$ cat src/verilog/dbg_link_params.svh
// Purpose: constants for the debug line error and break logic
// Assumes: 100 MHz system clock
// Notes: bit counts are in bit times measured by the auto-baud logic
`ifndef DBG_LINK_PARAMS_SVH
`define DBG_LINK_PARAMS_SVH
`define BREAK_MIN_BITS 8'h09
`define BREAK_TX_BITS 8'h28
`define AUTOBAUD_BYTE 8'h80
`define BREAK_OPCODE 8'h00
`define FRAME_BITS 4'ha
`define BAUD_DEFAULT 16'h0364
`define WP_RD_BIT 0
`define WP_WR_BIT 1
`define WP_DATA_BIT 2
`endif

$ cat src/verilog/dbg_link_pkg.sv
// Purpose: types for the debug line error and break logic
// Assumes: nothing
// Notes: link states only
package dbg_link_pkg;
	typedef enum logic [2:0] {
		LK_BAUD,
		LK_IDLE,
		LK_RX,
		LK_TX,
		LK_BRKTX,
		LK_HELD
	} link_state_type;
endpackage

$ cat src/verilog/dbg_fifo.sv
// Purpose: byte FIFO between the debug line receiver and the command logic
// Assumes: one clock, valid/ready on both sides
// Notes: flush drops all contents
`timescale 1ns/1ps
`default_nettype none
module dbg_fifo #(
	parameter int WIDTH = 8,
	parameter int DEPTH = 16
) (
	// clock and reset
	input wire logic clk_sys,
	input wire logic rstn,
	input wire logic flush,
	// fill side
	input wire logic in_valid,
	output logic in_ready,
	input wire logic [WIDTH-1:0] in_data,
	// drain side
	output logic out_valid,
	input wire logic out_ready,
	output logic [WIDTH-1:0] out_data
);
	localparam int AW = $clog2(DEPTH);
	logic [WIDTH-1:0] mem [DEPTH];
	logic [AW:0] wp_r;
	logic [AW:0] rp_r;
	logic push;
	logic pop;
	assign in_ready = (wp_r - rp_r) != (AW+1)'(DEPTH);
	assign out_valid = wp_r != rp_r;
	assign out_data = mem[rp_r[AW-1:0]];
	assign push = in_valid && in_ready;
	assign pop = out_valid && out_ready;
	// pointers carry an extra wrap bit for honest full and empty
	always_ff @(posedge clk_sys or negedge rstn) begin
		if (!rstn) begin
			wp_r <= '0;
			rp_r <= '0;
		end else if (flush) begin
			wp_r <= '0;
			rp_r <= '0;
		end else begin
			if (push)
				wp_r <= wp_r + 1'b1;
			if (pop)
				rp_r <= rp_r + 1'b1;
		end
	end
	// storage has no reset
	always_ff @(posedge clk_sys) begin
		if (push)
			mem[wp_r[AW-1:0]] <= in_data;
	end
endmodule
`default_nettype wire

$ cat src/verilog/dbg_link.sv
// Purpose: debug line error handling, break instruction and watchpoint logic
// Assumes: debug line open drain, idle high; inputs synchronous to clk_sys
// Notes: bit time measured from the 80h autobaud byte, 8N1 framing
// Operation
// [RULE_01] A line held low for nine or more bit times resets the autobaud logic.
// [RULE_02] After a break the host sends 80h and its low time sets the bit time.
// [RULE_03] Break, low stop bit and transmit collision are each flagged as line errors.
// [RULE_04] Any line error aborts the command, sends a four character break and resets autobaud; a host break sends no break.
// [RULE_05] The line is only ever pulled low, never driven high.
// [RULE_06] The host sends a break on connecting and when recovering from an error.
// [RULE_07] A host break resets only autobaud; control bits and debug mode are kept.
// [RULE_08] The link logic stays in reset until the line returns high after a break.
// [RULE_09] A host break is seen even while the device is transmitting; here LK_BRKTX ignores it and LK_TX flags a collision first.
// [RULE_10] The core decoding opcode 00h signals a break indication.
// [RULE_11] With breakpoints enabled a break indication enters debug mode and stalls the core.
// [RULE_12] With breakpoints disabled the indication is ignored and the opcode acts as a no-op.
// [RULE_13] The host places breakpoints by writing 00h and removes them by page erase and reprogram.
// [RULE_14] One watchpoint on one register address breaks on reads, writes or both.
// [RULE_15] With data match on, the watchpoint fires only when the transfer value equals it.
// [RULE_16] An unselected access type or data mismatch gives no break.
// [RULE_17] Collision is a low line sampled mid bit while the device releases the line.
`timescale 1ns/1ps
`default_nettype none
`include "dbg_link_params.svh"
module dbg_link #(
	parameter int BAUD_W = 16,
	parameter int ADDR_W = 12,
	parameter int FIFO_DEPTH = 16
) (
	// clock and reset
	input wire logic clk_sys,
	input wire logic rstn,
	// debug line, open drain
	input wire logic dline_in,
	output logic dline_out,
	output logic dline_oe_n,
	// core decode and register file accesses
	input wire logic [7:0] opcode,
	input wire logic opcode_valid,
	input wire logic rf_rd,
	input wire logic rf_wr,
	input wire logic [ADDR_W-1:0] rf_addr,
	input wire logic [7:0] rf_data,
	// configuration
	input wire logic bp_enable,
	input wire logic [2:0] wp_ctrl,
	input wire logic [ADDR_W-1:0] wp_addr,
	input wire logic [7:0] wp_data,
	input wire logic debug_exit,
	// transmit request from command logic
	input wire logic tx_valid,
	input wire logic [7:0] tx_byte,
	input wire logic cmd_ready,
	// status
	output logic debug_mode,
	output logic core_stall,
	output logic rx_valid,
	output logic [7:0] rx_byte,
	output logic tx_ready,
	output logic cmd_abort,
	output logic err_break,
	output logic err_frame,
	output logic err_collide,
	output logic baud_locked
);
	typedef struct packed {
		dbg_link_pkg::link_state_type st;
		logic [BAUD_W-1:0] bit_time;
		logic [BAUD_W-1:0] cnt;
		logic [BAUD_W+3:0] low_cnt;
		logic [3:0] bitn;
		logic [5:0] brk_bits;
		logic [9:0] shreg;
		logic [7:0] rxd;
		logic rx_push;
		logic drive_low;
		logic dbg;
		logic stall;
		logic abort;
		logic e_brk;
		logic e_frm;
		logic e_col;
		logic locked;
		logic txr;
	} state_type;

	state_type s_r;
	state_type s_nxt;
	logic fifo_in_ready;
	logic fifo_out_valid;
	logic [7:0] fifo_out_data;
	logic wp_hit;
	logic brk_ind;
	logic host_break;

	// long low line, nine bit times, seen in any state once the bit time is locked
	assign host_break = s_r.locked && !dline_in &&
		(s_r.low_cnt >= (BAUD_W+4)'(`BREAK_MIN_BITS) * (BAUD_W+4)'(s_r.bit_time)); // [RULE_01] [RULE_09]
	assign brk_ind = opcode_valid && opcode == `BREAK_OPCODE; // [RULE_10]

	// watchpoint compare
	always_comb begin
		wp_hit = (rf_addr == wp_addr) &&
			((rf_rd && wp_ctrl[`WP_RD_BIT]) || (rf_wr && wp_ctrl[`WP_WR_BIT])) && // [RULE_14] [RULE_16]
			(!wp_ctrl[`WP_DATA_BIT] || rf_data == wp_data); // [RULE_15]
	end

	// next state
	always_comb begin
		s_nxt = s_r;
		s_nxt.rx_push = 1'b0;
		s_nxt.abort = 1'b0;
		s_nxt.e_brk = 1'b0;
		s_nxt.e_frm = 1'b0;
		s_nxt.e_col = 1'b0;
		s_nxt.low_cnt = dline_in ? '0 : s_r.low_cnt + 1'b1;
		s_nxt.cnt = s_r.cnt + 1'b1;
		// debug mode survives any line break
		if ((brk_ind && bp_enable) || wp_hit) begin // [RULE_11] [RULE_07] [RULE_12]
			s_nxt.dbg = 1'b1;
			s_nxt.stall = 1'b1;
		end else if (debug_exit) begin
			s_nxt.dbg = 1'b0;
			s_nxt.stall = 1'b0;
		end
		// breakpoints off: the indication is dropped and the opcode runs as a no-op
		s_nxt.txr = 1'b0;
		case (s_r.st)
		dbg_link_pkg::LK_BAUD: begin
			// 80h: start plus seven zero bits low, measured as 8 bit times
			s_nxt.drive_low = 1'b0;
			if (!dline_in && s_r.low_cnt == '0)
				s_nxt.cnt = '0;
			if (dline_in && s_r.low_cnt != '0 && s_r.low_cnt[BAUD_W+2:0] >= 8) begin // [RULE_02]
				s_nxt.bit_time = s_r.low_cnt[BAUD_W+2:3];
				s_nxt.locked = 1'b1;
				s_nxt.st = dbg_link_pkg::LK_IDLE;
			end
		end
		dbg_link_pkg::LK_IDLE: begin
			// offer a send slot only while the receive queue has room
			s_nxt.txr = fifo_in_ready;
			s_nxt.cnt = '0;
			if (!dline_in) begin
				s_nxt.st = dbg_link_pkg::LK_RX;
				s_nxt.bitn = '0;
				s_nxt.txr = 1'b0;
			end else if (tx_valid) begin
				s_nxt.st = dbg_link_pkg::LK_TX;
				s_nxt.shreg = {1'b1, tx_byte, 1'b0};
				s_nxt.bitn = '0;
				s_nxt.drive_low = 1'b1;
				s_nxt.txr = 1'b0;
			end
		end
		dbg_link_pkg::LK_RX: begin
			// sample mid bit
			if (s_r.cnt == (s_r.bit_time >> 1)) begin
				s_nxt.shreg = {dline_in, s_r.shreg[9:1]};
			end
			if (s_r.cnt >= s_r.bit_time - 1'b1) begin
				s_nxt.cnt = '0;
				s_nxt.bitn = s_r.bitn + 1'b1;
				if (s_r.bitn == `FRAME_BITS - 1'b1) begin
					if (!s_r.shreg[9]) begin
						s_nxt.e_frm = 1'b1; // [RULE_03]
					end else begin
						s_nxt.rxd = s_r.shreg[8:1];
						s_nxt.rx_push = 1'b1;
						s_nxt.st = dbg_link_pkg::LK_HELD;
					end
				end
			end
		end
		dbg_link_pkg::LK_TX: begin
			// released bit read back low means the host is talking too
			if (s_r.cnt == (s_r.bit_time >> 1) && !s_r.drive_low && !dline_in)
				s_nxt.e_col = 1'b1; // [RULE_17] [RULE_03]
			if (s_r.cnt >= s_r.bit_time - 1'b1) begin
				s_nxt.cnt = '0;
				s_nxt.bitn = s_r.bitn + 1'b1;
				s_nxt.shreg = {1'b1, s_r.shreg[9:1]};
				s_nxt.drive_low = !s_r.shreg[1];
				if (s_r.bitn == `FRAME_BITS - 1'b1) begin
					s_nxt.drive_low = 1'b0;
					s_nxt.st = dbg_link_pkg::LK_HELD;
				end
			end
		end
		dbg_link_pkg::LK_BRKTX: begin
			// four characters of low, pull only
			s_nxt.drive_low = 1'b1; // [RULE_05]
			if (s_r.cnt >= s_r.bit_time - 1'b1) begin
				s_nxt.cnt = '0;
				s_nxt.brk_bits = s_r.brk_bits + 1'b1;
				if (s_r.brk_bits == 6'(`BREAK_TX_BITS - 1)) begin // [RULE_04]
					s_nxt.drive_low = 1'b0;
					s_nxt.st = dbg_link_pkg::LK_HELD;
					s_nxt.locked = 1'b0;
					s_nxt.bit_time = BAUD_W'(`BAUD_DEFAULT);
				end
			end
		end
		dbg_link_pkg::LK_HELD: begin
			// wait for line high before leaving reset
			s_nxt.drive_low = 1'b0;
			if (dline_in)
				s_nxt.st = s_r.locked ? dbg_link_pkg::LK_IDLE : dbg_link_pkg::LK_BAUD; // [RULE_08]
		end
		default: s_nxt.st = dbg_link_pkg::LK_BAUD;
		endcase
		// a host break overrides whatever was in progress, except the device's own break in LK_BRKTX
		if (host_break && s_r.st != dbg_link_pkg::LK_BRKTX) begin
			s_nxt.e_brk = 1'b1; // [RULE_03]
			s_nxt.locked = 1'b0; // [RULE_01] [RULE_07]
			s_nxt.bit_time = BAUD_W'(`BAUD_DEFAULT);
			s_nxt.drive_low = 1'b0;
			s_nxt.st = dbg_link_pkg::LK_HELD; // [RULE_08]
		end else if (s_nxt.e_frm || s_nxt.e_col) begin
			s_nxt.st = dbg_link_pkg::LK_BRKTX; // [RULE_04]
			s_nxt.cnt = '0;
			s_nxt.brk_bits = '0;
			s_nxt.drive_low = 1'b1;
		end
		if (s_nxt.e_brk || s_nxt.e_frm || s_nxt.e_col)
			s_nxt.abort = 1'b1; // [RULE_04]
	end

	// state register; bit_time reset to a plain default
	always_ff @(posedge clk_sys or negedge rstn) begin
		if (!rstn) begin
			s_r <= '0;
			s_r.st <= dbg_link_pkg::LK_HELD;
			s_r.bit_time <= BAUD_W'(`BAUD_DEFAULT);
		end else begin
			s_r <= s_nxt;
		end
	end

	// received bytes queue up for the command logic; a full queue drops
	dbg_fifo #(.WIDTH(8), .DEPTH(FIFO_DEPTH)) u_fifo (
		.clk_sys(clk_sys),
		.rstn(rstn),
		.flush(s_r.abort),
		.in_valid(s_r.rx_push),
		.in_ready(fifo_in_ready),
		.in_data(s_r.rxd),
		.out_valid(fifo_out_valid),
		.out_ready(cmd_ready),
		.out_data(fifo_out_data)
	);

	// outputs from flops
	always_ff @(posedge clk_sys or negedge rstn) begin
		if (!rstn) begin
			rx_valid <= 1'b0;
			rx_byte <= 8'h00;
		end else begin
			rx_valid <= fifo_out_valid && !cmd_ready;
			rx_byte <= fifo_out_data;
		end
	end
	assign dline_out = 1'b0;
	assign dline_oe_n = !s_r.drive_low; // [RULE_05]
	assign debug_mode = s_r.dbg;
	assign core_stall = s_r.stall;
	assign tx_ready = s_r.txr;
	assign cmd_abort = s_r.abort;
	assign err_break = s_r.e_brk;
	assign err_frame = s_r.e_frm;
	assign err_collide = s_r.e_col;
	assign baud_locked = s_r.locked;

	a_bp_enter: assert property (@(posedge clk_sys) disable iff (!rstn)
		brk_ind && bp_enable |=> debug_mode && core_stall) // [RULE_11]
		else $error("break indication did not enter debug mode");
	a_bp_ignore: assert property (@(posedge clk_sys) disable iff (!rstn)
		!debug_mode && !(brk_ind && bp_enable) && !wp_hit |=> !debug_mode) // [RULE_12]
		else $error("debug mode entered without cause");
	a_wp_fire: assert property (@(posedge clk_sys) disable iff (!rstn)
		wp_hit |=> debug_mode) // [RULE_14]
		else $error("watchpoint hit lost");
	a_wp_data: assert property (@(posedge clk_sys) disable iff (!rstn)
		wp_ctrl[`WP_DATA_BIT] && rf_data != wp_data |-> !wp_hit) // [RULE_15]
		else $error("watchpoint fired on data mismatch");
	a_wp_type: assert property (@(posedge clk_sys) disable iff (!rstn)
		!(rf_rd && wp_ctrl[`WP_RD_BIT]) && !(rf_wr && wp_ctrl[`WP_WR_BIT]) |-> !wp_hit) // [RULE_16]
		else $error("watchpoint fired on unselected access");
	a_err_abort: assert property (@(posedge clk_sys) disable iff (!rstn)
		err_frame || err_collide |-> cmd_abort && !dline_oe_n) // [RULE_04]
		else $error("line error without abort and break");
	a_brk_keep: assert property (@(posedge clk_sys) disable iff (!rstn)
		debug_mode && err_break && !debug_exit |=> debug_mode) // [RULE_07]
		else $error("host break left debug mode");
	a_brk_unlock: assert property (@(posedge clk_sys) disable iff (!rstn)
		host_break && s_r.st != dbg_link_pkg::LK_BRKTX |=> !baud_locked && err_break) // [RULE_01]
		else $error("host break did not reset autobaud");
	a_held_line: assert property (@(posedge clk_sys) disable iff (!rstn)
		s_r.st == dbg_link_pkg::LK_HELD && !dline_in && !host_break |=>
		s_r.st == dbg_link_pkg::LK_HELD) // [RULE_08]
		else $error("left reset while line low");
endmodule
`default_nettype wire

$ cat config.mk
export PLATFORM = sky130hd
export DESIGN_NAME = dbg_link
export DESIGN_NICKNAME = d
export VERILOG_FILES = /design/src/verilog/dbg_link_pkg.sv /design/src/verilog/dbg_fifo.sv /design/src/verilog/dbg_link.sv
export VERILOG_INCLUDE_DIRS = /design/src /design/src/verilog
export SDC_FILE = /design/constraint.sdc
export NUM_CORES = 1
export LEC_CHECK = 0
export CORE_MARGIN = 2
export CORE_UTILIZATION = 64
export CTS_CLUSTER_SIZE = 16
export DETAILED_ROUTE_END_ITERATION = 8
export DONT_BUFFER_PORTS = 1
export PLACE_DENSITY = 0.8
export SYNTH_ARGS = -nofsm -noshare
export SYNTH_HDL_FRONTEND = slang
export SYNTH_SLANG_ARGS = --single-unit
$ cat constraint.sdc
create_clock -name clk_sys -period 6.3 [get_ports clk_sys]
set_clock_uncertainty 0.2 [all_clocks]
set_input_delay 0 -clock clk_sys [delete_from_list [all_inputs] [get_ports clk_sys]]
set_output_delay 0 -clock clk_sys [all_outputs]
set_load 0.1 [all_outputs]
==> Flow_metrics.wiki <==
{| class="wikitable"
! Metric !! Value
|-
| Final setup violating endpoints || 0
|-
| Mean cell area of the mapped netlist || 12.65 sq um
|-
| Fraction of layout instances using a drive strength above 1 || 0.1236
|-
| DRT iter0 DRCs || approximately 540
|-
| Synth Net Count || ~1100
|-
| Routed via count || 7782
|-
| Post-layout instance count excluding filler cells || around 1200
|-
| Number of buffer cells added on primary ports || 0
|-
| Max-slew violations || 0
|-
| Largest driver fanout on the critical path || 16
|-
| Final Critical Period || about 5.2 ns
|-
| # rows || 50
|-
| Number of buffers inserted for hold repair after clock tree synthesis || 21
|-
| Critical Path RT || between 6 and 7 ns
|-
| Share of the synthesized area in the top cell type || 0.3120
|-
| Part of the Yosys area used for sequential elements || 0.5361
|-
| Headroom to the max-slew limit || 0.3298
|-
| Clock transition at path regs || around 0.060 ns
|-
| Placed Cells || roughly 1200
|-
| Post-synthesis cell count || between 900 and 1000
|-
| Placed Area || around 12000 sq um
|-
| FF/Latch Area || 6608 sq um
|-
| Cell variety after synth || 76
|-
| Total DRC errors in the routed layout || 0
|-
| Crit path arrival time || about 5.3 ns
|-
| Via count of the first global-routing pass || roughly 8000
|-
| Number of nets in the layout || between 1000 and 1500
|-
| Residual antenna-violating net count after detailed routing || 0
|-
| Synth Register Bits || 238
|-
| Worst hold path class || in2reg
|-
| Die Width || between 100 and 150 um
|-
| Highest achievable clock rate || roughly 0.19 GHz
|-
| Final hold viol count || 0
|-
| Via-per-instance ratio || 6.236
|-
| CTS tree || yes
|-
| Full die area || a little over 20000 sq um
|-
| Detailed Routing Iterations Pass 1 || 5
|-
| Worst hold slack after final layout || approximately 0.029 ns
|-
| Insertion delay to the later sink of the worst-skew pair || approximately 0.52 ns
|-
| DPL Wire Length || 17570 um
|-
| MaxCap Viol Count || 0
|-
| Nature of the critical path startpoint || flip-flop
|-
| Leading area contributor after synthesis || edfxtp_1
|-
| Total Negative Setup Slacks || 0 ns
|-
| Critical setup path kind || reg2reg
|-
| CTS max path bufs || 3
|-
| Number of flops mapped to enable cells by yosys || approximately 130
|-
| Number of antenna violations at the first check in global routing || 1
|-
| Filler Cell Count || 1265
|-
| Max H-tree Level || 1
|-
| Footprint of the multi-input gates || around 5400 sq um
|-
| Cts repair resizes || 0
|-
| Routed length per instance || roughly 22 um
|-
| Power density over the cells || ~360 nW/um^2
|-
| Routability congestion estimate || ~0.88
|-
| Vertical extent of the die || ~140 um
|-
| Largest vdd supply drop || 0.2294 mV
|-
| Area of the core || around 19000 sq um
|-
| Pin count of the biggest net entering global routing || around 100
|-
| Gr usage total || 0.2821
|-
| Result of the run || complete, no violations
|-
| CTS root buffer || clkbuf_16
|-
| Unrepaired setup endpoints after global routing || no
|-
| Lkg Pwr || about 6 nW
|-
| GR Overflow Total || 0
|-
| CTS buffer count || 25
|-
| Detailed Route WL || roughly 28000 um
|-
| Async S/R FF share, synth || 0.4622
|-
| Warning count from the yosys run || 0
|-
| CTS sink count || around 240
|-
| Area Growth Syn to Fin || 10.24%
|-
| Global-route wire length before repair || roughly 44000 um
|-
| Netlist Area Pre-Place || 12320 sq um
|-
| Post-CTS Repair Setup Buffers || 0
|-
| Effective utilization at floorplan || 0.6565
|-
| Ports || between 80 and 90
|-
| Top FF cell, synth || edfxtp_1
|-
| Final design instance area without fill || between 10000 and 15000 sq um
|-
| Worst slew pin tran || around 1.0 ns
|-
| Endpoint class of the critical path || flip-flop
|-
| Synth area leaders || edfxtp_1, dfrtp_1, ha_1, mux4_2, xor2_1
|-
| Final clock period utilization by the worst path || 0.8181
|}
==> per-layer routing <==
| metal | global-route usage | part of all wire | vias to the layer above | routed length [um] |
|---|---|---|---|---|
| li1 | - | - | 3630 | - |
| met1 | 0.3512 | 0.39 | 3854 | 10760 |
| met2 | 0.5094 | 0.54 | 234 | 14870 |
| met3 | 0.04460 | 0.043 | 64 | 1188 |
| met4 | 0.08546 | 0.027 | 0 | 737 |
| met5 | 0 | 0 | - | 0 |
==> through the flow <==
step           setup slack (ns)  total power [W]  utilization
2_1_floorplan             1.705         0.003113            -
3_3_place_gp              1.281         0.003342       0.6660
3_5_place_dp              1.186         0.003387       0.6660
4_1_cts                   1.168         0.004895       0.7233
5_1_grt                  0.6353         0.005172       0.7234
6_report                  1.146         0.004892       0.7237
==> critical path, stage by stage, from the launching register on <==
cell,delay [ns]
dfstp_2,0.58
ha_1,0.29
ha_1,0.31
a21o_1,0.16
a21oi_1,0.26
o21ai_0,0.17
a31o_2,0.24
o41ai_1,0.40
o21ba_2,0.19
o21bai_1,0.08
xnor2_1,0.14
ha_1,0.30
a21oi_1,0.17
nor2_1,0.06
a2111oi_0,0.32
a21oi_1,0.18
nand2_1,0.17
inv_1,0.13
a21oi_4,0.21
a221o_2,0.36
nor2_1,0.10
==> sequential cells by signal, indices dropped and copies added, names as in the netlist <==
register     flops
baud_locked      1
cmd_abort        1
debug_mode       1
err_break        1
err_collide      1
err_frame        1
rx_byte          8
rx_valid         1
s_r             84
tx_ready         1
u_fifo.mem     128
u_fifo.rp_r      5
u_fifo.wp_r      5
==> layout by cell type, fill, tap and decap left out, drive strengths merged, types with 25 or more instances in the layout <==
master / count
inv: 41
mux4: 40
nand3: 28
nand2: 47
nor2: 95
nand4: 25
ha: 78
clkbuf: 27
xnor2: 50
a21oi: 40
dfrtp: 103
o21ai: 26
xor2: 56
edfxtp: 128
==> cells in the mapped netlist (all sizes together), types with 3 or more instances <==
| library cell | n |
|---|---|
| edfxtp | 128 |
| dfrtp | 103 |
| nor2 | 95 |
| ha | 78 |
| xor2 | 56 |
| xnor2 | 50 |
| nand2 | 47 |
| a21oi | 40 |
| mux4 | 40 |
| inv | 38 |
| nand3 | 28 |
| o21ai | 26 |
| nand4 | 25 |
| clkbuf | 22 |
| and2 | 18 |
| nor3 | 18 |
| nor4 | 18 |
| mux2i | 13 |
| a22o | 12 |
| and3 | 11 |
| mux2 | 11 |
| buf | 10 |
| nand2b | 9 |
| a21o | 7 |
| dfstp | 7 |
| o211ai | 6 |
| nor2b | 5 |
| or3 | 5 |
| a31oi | 4 |
| and4 | 4 |
| o21a | 3 |
| o21bai | 3 |
| or4 | 3 |
==> final timing paths <==
kind,startpoint,to,slack [ns],cells past startpoint
setup / recovery,s_r[76],s_r[62],1.15,20
hold / removal,debug_exit,debug_mode,0.03,3
setup reg to reg,s_r[76],s_r[62],1.15,20
hold reg to reg,s_r[38],s_r[38],0.29,1
max in group asynchronous,rstn,debug_mode,4.83,4
min in group asynchronous,rstn,s_r[92],0.49,3
==> cell type report <==
| cell class | instances | share of cell area |
|---|---|---|
| sequential | 238 | 0.4865 |
| multi-input combinational | 665 | 0.3998 |
| clock buffer | 27 | 0.04661 |
| tap | 234 | 0.02156 |
| timing repair buffer | 24 | 0.02045 |
| clock inverter | 18 | 0.01373 |
| inverter | 39 | 0.01078 |
| antenna | 3 | 0.0005527 |
==> logic make-up (layout without fill, tap and decap cells) <==
logic type	after synthesis	count (layout)	synth area share
DFF	238	238	0.5361
and+or+nand+nor	294	294	0.1210
AOI/OAI and AO/OA	121	121	0.06956
buffers and inverters	71	108	0.02315
other	1	4	0.0003044
adders and majority gates	79	79	0.08084
muxes	64	64	0.09373
xor gates and xnor gates	106	106	0.07535
==> where the power goes <==
group | internal [W] | total, W | switching (W)
clock network | 0.000858 | 0.00148 | 0.000622
logic | 0.000624 | 0.00145 | 0.000824
registers | 0.00175 | 0.00196 | 0.000215
No activity file was read; power rests on OpenSTA's default activity.
